===== config.mk =====
export PLATFORM = sky130hd
export DESIGN_NAME = acs_bus_sequencer
export DESIGN_NICKNAME = d
export VERILOG_FILES = /design/src/design/acs_pkg.sv /design/src/design/acs_bus_sequencer.sv
export VERILOG_INCLUDE_DIRS = /design/src /design/src/design
export SDC_FILE = /design/constraint.sdc
export NUM_CORES = 1
export LEC_CHECK = 0
export BUFFER_PORTS_ARGS = -buffer_cell sky130_fd_sc_hd__buf_2
export CORE_AREA = 2 2 115 117
export DETAILED_ROUTE_END_ITERATION = 10
export DIE_AREA = 0 0 117 119
export GPL_ROUTABILITY_DRIVEN = 0
export PLACE_DENSITY = 0.78
export REMOVE_ABC_BUFFERS = 1
export SLEW_MARGIN = 20
export SYNTH_ARGS = -nofsm -noshare
export SYNTH_HDL_FRONTEND = slang
export SYNTH_SLANG_ARGS = --single-unit

===== constraint.sdc =====
create_clock -name i_clk -period 7.3 [get_ports i_clk]
set_input_delay 1.825 -clock i_clk [delete_from_list [all_inputs] [get_ports i_clk]]
set_output_delay 1.825 -clock i_clk [all_outputs]
set_load 0.01 [all_outputs]

===== src/design/acs_params.svh =====
`ifndef ACS_PARAMS_SVH
`define ACS_PARAMS_SVH

// Bus geometry
`define ACS_ADDR_W       24
`define ACS_DATA_W       16
`define ACS_FC_W         3
`define ACS_LEVEL_W      3
`define ACS_VEC_W        8

// Autovector base added to the acknowledged level
`define ACS_AUTOVEC_BASE 8'h18

// Acknowledge level sits on address bits 3..1
`define ACS_LEVEL_LSB    1

`endif


===== src/design/acs_pkg.sv =====
package acs_pkg;
  `include "acs_params.svh"

  // Bus sequencer states; S0 to S9 and WAIT each last half a processor clock
  typedef enum logic [3:0] {
    ST_IDLE, ST_S0, ST_S1, ST_S2, ST_S3, ST_S4, ST_WAIT, ST_S5,
    ST_S6, ST_S7, ST_S8, ST_S9, ST_RETRY, ST_HALT
  } acs_state_t;

  // Core request for one bus cycle
  typedef struct packed {
    logic [`ACS_FC_W-1:0]    fc;
    logic [`ACS_ADDR_W-1:0]  addr;
    logic                    write;
    logic                    word;
    logic                    iack;
    logic [`ACS_LEVEL_W-1:0] level;
    logic [`ACS_DATA_W-1:0]  wdata;
  } acs_req_t;

  // Completion of one bus cycle
  typedef struct packed {
    logic [`ACS_DATA_W-1:0] rdata;
    logic [`ACS_VEC_W-1:0]  vector;
    logic                   fault;
    logic                   autovec;
    logic                   legacy;
  } acs_resp_t;
endpackage


===== src/design/acs_bus_sequencer.sv =====
`timescale 1ns/1ps

// Notes on behaviour
// S0 drives function codes, read_write high.
// Address bus driven on entering S1.
// S2 asserts address and data strobes.
// No termination by S4 end: wait states.
// Legacy valid in S4 makes legacy cycle.
// Fault and legacy sampled each falling edge; the code samples only on those ending S4, S6 and S8.
// Slave drives read data during S6.
// Entering S7 latch data, drop strobes.
// Ending S7 float buses, read_write high.
// Far side drops acknowledge after strobes drop.
// Fault without acknowledge ends in S9.
// Word both strobes; byte by select bit.
// Acknowledge puts level on address, rest high.
// Interrupter supplies vector with acknowledge.
// Autovector is hex 18 plus level.
// Far side never acknowledges and legacy together.
// Vector read uses both strobes, low byte.
// Halted: buses floated, arbitration still served.
// Fault while halt asserted means retry.
// Single step: one cycle per halt release.
// Fault during fault processing halts for good.
// Faults during retry are never double faults.
// Bus state is half a processor clock.
module acs_bus_sequencer
  import acs_pkg::*;
(
  // Clock and reset
  input  wire logic                     i_clk,
  input  wire logic                     i_rst,
  // Core request side
  input  wire logic                     i_req_valid,
  input  wire acs_req_t                 i_req,
  output logic                          o_req_ready,
  output logic                          o_resp_valid,
  output acs_resp_t                     o_resp,
  input  wire logic                     i_instr_start,
  output logic                          o_halted,
  // Bus timing and control outputs
  output logic                          o_cpu_clk,
  output logic [`ACS_FC_W-1:0]          o_function_code_outputs,
  output logic [`ACS_ADDR_W-1:1]        o_addr,
  output logic                          o_addr_oe_n,
  output logic [`ACS_DATA_W-1:0]        o_data,
  output logic                          o_data_oe_n,
  output logic                          o_read_write_select,
  output logic                          o_address_strobe_n,
  output logic                          o_upper_byte_strobe_n,
  output logic                          o_lower_byte_strobe_n,
  output logic                          o_single_data_strobe_n,
  // Bus inputs from memory and glue logic
  input  wire logic [`ACS_DATA_W-1:0]   i_data,
  input  wire logic                     i_transfer_acknowledge_n,
  input  wire logic                     i_bus_fault_input_n,
  input  wire logic                     i_legacy_peripheral_valid_n,
  input  wire logic                     i_autovector_request_n,
  // Open-drain halt line
  input  wire logic                     i_halt_line_n,
  output logic                          o_halt_line_n,
  output logic                          o_halt_line_oe_n,
  // Bus arbitration
  input  wire logic                     i_bus_request_n,
  output logic                          o_bus_grant_n
);

  ////////////////////////////////////////////////////////////////////////////
  // State and working registers

  acs_state_t                state_r;
  acs_state_t                state_nxt;
  acs_req_t                  cur_r;
  logic                      phase_r;
  logic                      retry_r;
  logic                      ack_r;
  logic                      fault_r;
  logic                      legacy_r;
  logic                      auto_r;
  logic                      halt_seen_r;
  logic                      exc_r;
  logic                      dbl_r;
  logic                      grant_r;
  logic [`ACS_DATA_W-1:0]    rdata_r;
  logic                      fault_only;
  logic                      cycle_end;
  logic                      take_retry;
  logic                      report_fault;
  logic                      double_fault;
  logic                      start_ok;
  logic                      term_now;

  ////////////////////////////////////////////////////////////////////////////
  // Helpers

  // Address lines are driven from S1 until the cycle ends
  function automatic logic addr_phase(input acs_state_t s);
    addr_phase = (s == ST_S1) || (s == ST_S2) || (s == ST_S3) || (s == ST_S4) ||
                 (s == ST_WAIT) || (s == ST_S5) || (s == ST_S6) || (s == ST_S7) ||
                 (s == ST_S8) || (s == ST_S9);
  endfunction

  // Strobes span S2 up to the falling edge entering S7
  function automatic logic strobe_phase(input acs_state_t s);
    strobe_phase = (s == ST_S2) || (s == ST_S3) || (s == ST_S4) || (s == ST_WAIT) ||
                   (s == ST_S5) || (s == ST_S6);
  endfunction

  // Upper strobe wanted: words, vector reads, or even bytes
  function automatic logic want_upper(input acs_req_t r);
    want_upper = r.word || r.iack || !r.addr[0];
  endfunction

  // Lower strobe wanted: words, vector reads, or odd bytes
  function automatic logic want_lower(input acs_req_t r);
    want_lower = r.word || r.iack || r.addr[0];
  endfunction

  ////////////////////////////////////////////////////////////////////////////
  // Decisions

  // A cycle may begin only on a rising processor clock edge
  assign start_ok     = !phase_r && !grant_r && i_halt_line_n && !dbl_r;
  // Termination seen on this falling edge; autovector only counts on acknowledge cycles
  assign term_now     = !i_transfer_acknowledge_n || !i_bus_fault_input_n || !i_legacy_peripheral_valid_n ||
                        (cur_r.iack && !i_autovector_request_n);
  assign fault_only   = fault_r && !ack_r;
  assign cycle_end    = (state_r == ST_S9) || ((state_r == ST_S7) && !fault_only);
  // Halt asserted with the fault turns it into a retry
  assign take_retry   = cycle_end && fault_only && halt_seen_r;
  assign report_fault = cycle_end && fault_only && !halt_seen_r;
  // Retried cycles never count as double faults
  assign double_fault = report_fault && exc_r && !retry_r;

  ////////////////////////////////////////////////////////////////////////////
  // Next state

  always_comb begin
    state_nxt = state_r;
    case (state_r)
      ST_IDLE: begin
        if (!i_halt_line_n && phase_r) begin
          state_nxt = ST_HALT;
        end else if (i_req_valid && start_ok) begin
          state_nxt = ST_S0;
        end
      end
      ST_S0:   state_nxt = ST_S1;
      ST_S1:   state_nxt = ST_S2;
      ST_S2:   state_nxt = ST_S3;
      ST_S3:   state_nxt = ST_S4;
      ST_S4: begin
        // Whole-clock wait pairs until something terminates the cycle
        state_nxt = term_now ? ST_S5 : ST_WAIT;
      end
      ST_WAIT: state_nxt = ST_S4;
      ST_S5:   state_nxt = ST_S6;
      ST_S6:   state_nxt = ST_S7;
      ST_S7: begin
        if (fault_only) begin
          state_nxt = ST_S8;
        end else begin
          state_nxt = ST_IDLE;
        end
      end
      ST_S8:   state_nxt = ST_S9;
      ST_S9: begin
        if (double_fault) begin
          state_nxt = ST_HALT;
        end else if (take_retry) begin
          state_nxt = ST_RETRY;
        end else begin
          state_nxt = ST_IDLE;
        end
      end
      ST_RETRY: begin
        // Rerun once halt is released, on a rising processor edge
        if (i_halt_line_n && !phase_r && !grant_r) begin
          state_nxt = ST_S0;
        end
      end
      ST_HALT: begin
        // Single step: halt released lets exactly one cycle out
        if (!dbl_r && i_halt_line_n) begin
          state_nxt = ST_IDLE;
        end
      end
      default: state_nxt = ST_IDLE;
    endcase
  end

  // State register
  always_ff @(posedge i_clk or posedge i_rst) begin
    if (i_rst) begin
      state_r <= ST_IDLE;
    end else begin
      state_r <= state_nxt;
    end
  end

  // Processor clock: high in even states, low in odd ones
  always_ff @(posedge i_clk or posedge i_rst) begin
    if (i_rst) begin
      phase_r   <= 1'b0;
      o_cpu_clk <= 1'b0;
    end else begin
      phase_r   <= !phase_r;
      o_cpu_clk <= !phase_r;
    end
  end

  ////////////////////////////////////////////////////////////////////////////
  // Request capture and retry bookkeeping

  always_ff @(posedge i_clk or posedge i_rst) begin
    if (i_rst) begin
      cur_r       <= '0;
      retry_r     <= 1'b0;
      o_req_ready <= 1'b0;
    end else begin
      o_req_ready <= (state_r == ST_IDLE) && (state_nxt == ST_S0);
      if ((state_r == ST_IDLE) && (state_nxt == ST_S0)) begin
        cur_r   <= i_req;
        retry_r <= 1'b0;
      end else if (state_nxt == ST_RETRY) begin
        retry_r <= 1'b1;
      end
    end
  end

  ////////////////////////////////////////////////////////////////////////////
  // Falling-edge sampling from S4 onward; flags cleared at S0

  always_ff @(posedge i_clk or posedge i_rst) begin
    if (i_rst) begin
      ack_r       <= 1'b0;
      fault_r     <= 1'b0;
      legacy_r    <= 1'b0;
      auto_r      <= 1'b0;
      halt_seen_r <= 1'b0;
    end else if (state_nxt == ST_S0) begin
      ack_r       <= 1'b0;
      fault_r     <= 1'b0;
      legacy_r    <= 1'b0;
      auto_r      <= 1'b0;
      halt_seen_r <= 1'b0;
    end else if ((state_r == ST_S4) || (state_r == ST_S6) || (state_r == ST_S8)) begin
      ack_r       <= ack_r || !i_transfer_acknowledge_n;
      fault_r     <= fault_r || !i_bus_fault_input_n;
      legacy_r    <= legacy_r || !i_legacy_peripheral_valid_n;
      auto_r      <= auto_r || (cur_r.iack && !i_autovector_request_n);
      halt_seen_r <= halt_seen_r || (!i_bus_fault_input_n && !i_halt_line_n);
    end
  end

  // Read data latched on the falling edge entering S7
  always_ff @(posedge i_clk or posedge i_rst) begin
    if (i_rst) begin
      rdata_r <= '0;
    end else if ((state_r == ST_S6) && !cur_r.write) begin
      rdata_r <= i_data;
    end
  end

  ////////////////////////////////////////////////////////////////////////////
  // Fault processing window and double-fault lock

  always_ff @(posedge i_clk or posedge i_rst) begin
    if (i_rst) begin
      exc_r <= 1'b0;
      dbl_r <= 1'b0;
    end else begin
      // A new fault beats an instruction start in the same cycle
      if (report_fault) begin
        exc_r <= 1'b1;
      end else if (i_instr_start) begin
        exc_r <= 1'b0;
      end
      // Only reset leaves this lock
      if (double_fault) begin
        dbl_r <= 1'b1;
      end
    end
  end

  ////////////////////////////////////////////////////////////////////////////
  // Completion toward the core

  always_ff @(posedge i_clk or posedge i_rst) begin
    if (i_rst) begin
      o_resp_valid <= 1'b0;
      o_resp       <= '0;
    end else begin
      o_resp_valid <= cycle_end && !take_retry;
      if (cycle_end && !take_retry) begin
        o_resp.rdata   <= rdata_r;
        o_resp.fault   <= fault_only;
        o_resp.autovec <= cur_r.iack && (auto_r || legacy_r);
        o_resp.legacy  <= legacy_r && !cur_r.iack;
        if (cur_r.iack && (auto_r || legacy_r)) begin
          o_resp.vector <= `ACS_AUTOVEC_BASE + {5'h0, cur_r.level};
        end else begin
          // Upper data lines carry nothing useful on a vector read
          o_resp.vector <= rdata_r[`ACS_VEC_W-1:0];
        end
      end
    end
  end

  ////////////////////////////////////////////////////////////////////////////
  // Bus pins, all registered; cycle pins from the next state, arbitration from the current one

  // Function codes and direction
  always_ff @(posedge i_clk or posedge i_rst) begin
    if (i_rst) begin
      o_function_code_outputs <= '0;
      o_read_write_select     <= 1'b1;
    end else begin
      if (state_nxt == ST_S0) begin
        o_function_code_outputs <= (state_r == ST_RETRY) ? cur_r.fc : i_req.fc;
      end
      // High for reads and outside cycles; low for writes from S2
      o_read_write_select <= !((state_nxt == ST_S0) ? 1'b0 :
                              (addr_phase(state_nxt) && (state_nxt != ST_S1) && cur_r.write));
    end
  end

  // Address bus; floats outside the cycle and while halted
  always_ff @(posedge i_clk or posedge i_rst) begin
    if (i_rst) begin
      o_addr      <= '0;
      o_addr_oe_n <= 1'b1;
    end else begin
      o_addr_oe_n <= !addr_phase(state_nxt);
      if ((state_nxt == ST_S1) && cur_r.iack) begin
        o_addr <= '1;
        o_addr[`ACS_LEVEL_LSB+`ACS_LEVEL_W-1:`ACS_LEVEL_LSB] <= cur_r.level;
      end else if (state_nxt == ST_S1) begin
        o_addr <= cur_r.addr[`ACS_ADDR_W-1:1];
      end
    end
  end

  // Write data from S3 to the cycle end
  always_ff @(posedge i_clk or posedge i_rst) begin
    if (i_rst) begin
      o_data      <= '0;
      o_data_oe_n <= 1'b1;
    end else begin
      o_data_oe_n <= !(cur_r.write && addr_phase(state_nxt) &&
                       (state_nxt != ST_S1) && (state_nxt != ST_S2));
      if (state_nxt == ST_S3) begin
        o_data <= cur_r.wdata;
      end
    end
  end

  // Strobes: on at S2, off on the falling edge entering S7
  always_ff @(posedge i_clk or posedge i_rst) begin
    if (i_rst) begin
      o_address_strobe_n     <= 1'b1;
      o_upper_byte_strobe_n  <= 1'b1;
      o_lower_byte_strobe_n  <= 1'b1;
      o_single_data_strobe_n <= 1'b1;
    end else begin
      o_address_strobe_n     <= !strobe_phase(state_nxt);
      o_upper_byte_strobe_n  <= !(strobe_phase(state_nxt) && want_upper(cur_r));
      o_lower_byte_strobe_n  <= !(strobe_phase(state_nxt) && want_lower(cur_r));
      o_single_data_strobe_n <= !strobe_phase(state_nxt);
    end
  end

  // Halt line pulled low only after a double fault; arbitration served when idle or halted
  always_ff @(posedge i_clk or posedge i_rst) begin
    if (i_rst) begin
      o_halt_line_n    <= 1'b1;
      o_halt_line_oe_n <= 1'b1;
      o_halted         <= 1'b0;
      grant_r          <= 1'b0;
      o_bus_grant_n    <= 1'b1;
    end else begin
      o_halt_line_n    <= !(dbl_r || double_fault);
      o_halt_line_oe_n <= !(dbl_r || double_fault);
      o_halted         <= (state_nxt == ST_HALT);
      if (i_bus_request_n) begin
        grant_r <= 1'b0;
      end else if ((state_r == ST_IDLE) || (state_r == ST_HALT) || (state_r == ST_RETRY)) begin
        grant_r <= 1'b1;
      end
      o_bus_grant_n <= !(!i_bus_request_n &&
                         (grant_r || (state_r == ST_IDLE) || (state_r == ST_HALT) || (state_r == ST_RETRY)));
    end
  end

endmodule


==> flow_summary.ini <==
[floorplan]
rows = 42
die_h_um = 119
core-area_um2 = 12900
io_pins = 158
die_area_um2 = 13900
start_util_pct = 51.0
die_x_um = 117

[worst_setup_path]
cp-start-kind = input port
crit_family = simple AND/OR/NAND/NOR gates
worst-setup-path-type = in2reg
rrSetupSlack_ps = 4230
max_stage_delay_ps = 840
r2r-end = cur_r[13]$_DFFE_PP0P_
reg2reg_from = state_r[2]$_DFF_PP0_
r2r_cells = 5
arrival_ps = 4130
slowest_stage = or3_4
end_kind = flop
crit_chain = buf_2 -> nor2b_1 -> a31o_2 -> a211oi_1 -> or3_4 -> mux2_4
critPathBufInv = 1
required_ps = 7590
critPathMaxFanout = 50

[yosys]
syn-instance-count = 520
synth_fa_ha_area_share_pct = 0
synth_mux_area_share_pct = 18.3
syn_area_um2 = 6570
synth_edf_count = 0
synthFlopType = dfrtp_1
synth_cell_types = 48
ys_seq_elements = 159
synth_async_sr_flop_share_pct = 100
synth_top_area_share_pct = 57.5
yosysTopAreaCell = dfrtp_1
yosysSeqAreaShare_pct = 60.7
synth_warnings = 0
syn_avg_cell_area_um2 = 12.6
synth_xor_area_share_pct = 0.133
synth_top_family_by_area = multiplexers
synth_compound_area_share_pct = 5.77
synth_area_leaders = dfrtp_1, mux2_4, mux2_1
yosys.area_share.simple_pct = 11.3

[outcome]
outcome = finished, final reports clean

[route]
viasPerCell = 5.11
wirelength_um = 13500
dr.pass1.iters = 4
initialDrtViolationCount = 263
drc = 0
avgRoutedWirePerCell_um = 15.6
dr_total_vias = 4410
ant_nets = 0

[cells_and_area]
syn2layout_area_growth_pct = 22.0
instances_no_fill = 863
fillers = 1023
fin_area_um2 = 8010
nets = 747
drive_above_1_share_pct = 39.3

[clock_tree]
cts_inserted_buffers = 17
cts-root-buf = clkbuf_16
hold_buffers = 0
cts_max_level = 4
cts.clk_slew.worst_paths_ps = 60
cts-resized-gates = 0
cts_setup_buffers = 0
cts_sinks = 159
cts_buffer_depth = 2
clk_latency_ps = 410
cts_tree = yes

[timing]
fin_skew_ps = 9.49
finalCritPeriodShare_pct = 52.5
min_period_ps = 3840
rsz0062_at_grt = false
final.setup.tns_ps = 0
hold_viol = 0
tightest_slew_ps = 1010
setup_viol_count_final = 0
max_freq_ghz = 0.261
relSlewSlack_pct = 32.8
maxSlewViolCount = 0

[worst_hold_path]
worstHoldStart = o_resp[0]$_DFFE_PP0P_
worstHoldPathType = reg2reg
whs_endpoint = o_resp[0]$_DFFE_PP0P_
hold_depth = 2

[pwr]
p_per_area_nw_per_um2 = 465
p_leak_nw = 4.04
p_sw_mw = 1.22
ir_worst_vdd_mv = 0.243
totalPowerFinal_mw = 3.73
p_comb_share_pct = 35.0
netSwitchingFraction_pct = 32.7
seqPwrFrac_pct = 42.0
p_int_mw = 2.51
clkPwrFrac_pct = 22.9

[flow_run]
maxCapViolations = 0

[place]
placedCellCount = 829
port_buffers = 157
post-dp-hpwl_um = 9120
placed_area_um2 = 7430

[global_routing]
grt_overflow = 0
grt_pass1_wl_um = 22100
grt_pass1_vias = 4474
grt_max_degree = 85
grt_use_total_pct = 20.5
antenna_found_initial = 3
## cell type report
| cell class | count | area, um^2 | share of cell area [%] |
|---|---|---|---|
| flip-flops and latches | 159 | 3990 | 49.8 |
| multi-input cells | 322 | 2350 | 29.3 |
| repair buffers | 163 | 835 | 10.4 |
| clock buffers | 26 | 489 | 6.11 |
| well taps | 176 | 220 | 2.75 |
| clock inverters | 6 | 85.1 | 1.06 |
| inverters | 9 | 38.8 | 0.484 |
| diodes | 2 | 5.00 | 0.0625 |
## sequential cells by signal (all words and copies together) (netlist names), 3 cells and up
register / flops
state_r: 4
o_function_code_outputs: 3
o_addr: 23
cur_r: 49
rdata_r: 16
o_data: 16
o_resp: 27
## cells in the mapped netlist (3+ instances only)
| cell | count |
|---|---|
| nor3_1 | 6 |
| dfstp_2 | 8 |
| mux2_2 | 13 |
| mux2_1 | 23 |
| mux2i_1 | 6 |
| nand3_1 | 3 |
| o21a_1 | 5 |
| clkbuf_1 | 19 |
| inv_2 | 3 |
| inv_1 | 6 |
| o21ai_1 | 4 |
| dfrtp_1 | 151 |
| mux2_4 | 49 |
| buf_12 | 5 |
| a21oi_1 | 29 |
| or3_1 | 3 |
| nand2b_1 | 6 |
| o21ai_0 | 11 |
| nor2b_1 | 3 |
| nor2_1 | 63 |
| or3b_1 | 3 |
| nand2_1 | 67 |
## tightest hold or removal path, cell delays in order (launching register included)
cell and delay [ps]:
dfrtp_1 330, nand2_1 50, nand2_1 50
## layer usage
| layer | wire (um) | vias to the layer above | track usage, % |
|---|---|---|---|
| li1 | - | 2072 | - |
| met1 | 5790 | 2159 | 26.2 |
| met2 | 6480 | 167 | 31.5 |
| met3 | 1120 | 10 | 8.96 |
| met4 | 95 | 2 | 5.96 |
| met5 | 13 | - | 0 |
## power by group through the flow
stage | Clock, mW | Sequential [mW] | Combinational [mW]
2_1_floorplan | 0 | 1.62 | 0.834
3_3_place_gp | 0 | 1.55 | 1.27
3_5_place_dp | 0 | 1.57 | 1.32
4_1_cts | 0.875 | 1.56 | 1.32
5_1_grt | 0.917 | 1.62 | 1.45
6_report | 0.855 | 1.57 | 1.31
## how the worst max path moves through the flow
stage                                        to          start  slack [ps]  depth (start not counted)
final                     cur_r[13]$_DFFE_PP0P_  i_halt_line_n        3460                          6
after global placement    cur_r[34]$_DFFE_PP0P_  i_halt_line_n        3170                          6
after floorplan               ack_r$_DFFE_PP0P_          i_rst        1200                          1
after global routing      cur_r[44]$_DFFE_PP0P_  i_halt_line_n        3370                          6
after detailed placement  cur_r[31]$_DFFE_PP0P_  i_halt_line_n        3090                          6
after CTS                 cur_r[44]$_DFFE_PP0P_  i_halt_line_n        3500                          6
## placed cells by master (no fill, tap or decap), types with 3 or more instances in the layout
cell type / synthesis / final
a21oi_1: 29 / 29
o21ai_1: 4 / 3
mux2_2: 13 / 13
nand3_1: 3 / 3
dfstp_2: 8 / 8
nor3_1: 6 / 5
mux2i_1: 6 / 6
or3b_1: 3 / 3
buf_4: 2 / 5
o21ai_0: 11 / 11
nor2b_1: 3 / 3
nand2_1: 67 / 67
nor2_1: 63 / 63
mux2_1: 23 / 23
inv_1: 6 / 5
clkbuf_16: 0 / 17
nand2b_1: 6 / 6
dfrtp_1: 151 / 151
buf_2: 1 / 157
o21a_1: 5 / 5
mux2_4: 49 / 49
inv_2: 3 / 3
clkbuf_8: 0 / 3
clkbuf_1: 19 / 6
## per-stage QoR
stage | worst slack [ps] | hold WS (ps) | util [%]
finish | 3460 | 460 | 62.2
detailed placement | 3090 | 453 | 57.7
global placement | 3170 | 441 | 57.6
CTS | 3500 | 466 | 62.2
floorplan | 1200 | 432 | -
global route | 3370 | 492 | 62.2
## cell families after synthesis
group                  count (synthesis)
AO/OA/AOI/OAI                         64
XOR/XNOR                               1
flip-flops                           159
multiplexers                          91
AND/OR/NAND/NOR                      166
buffers and inverters                 39
No activity file was read; power rests on OpenSTA's default activity.
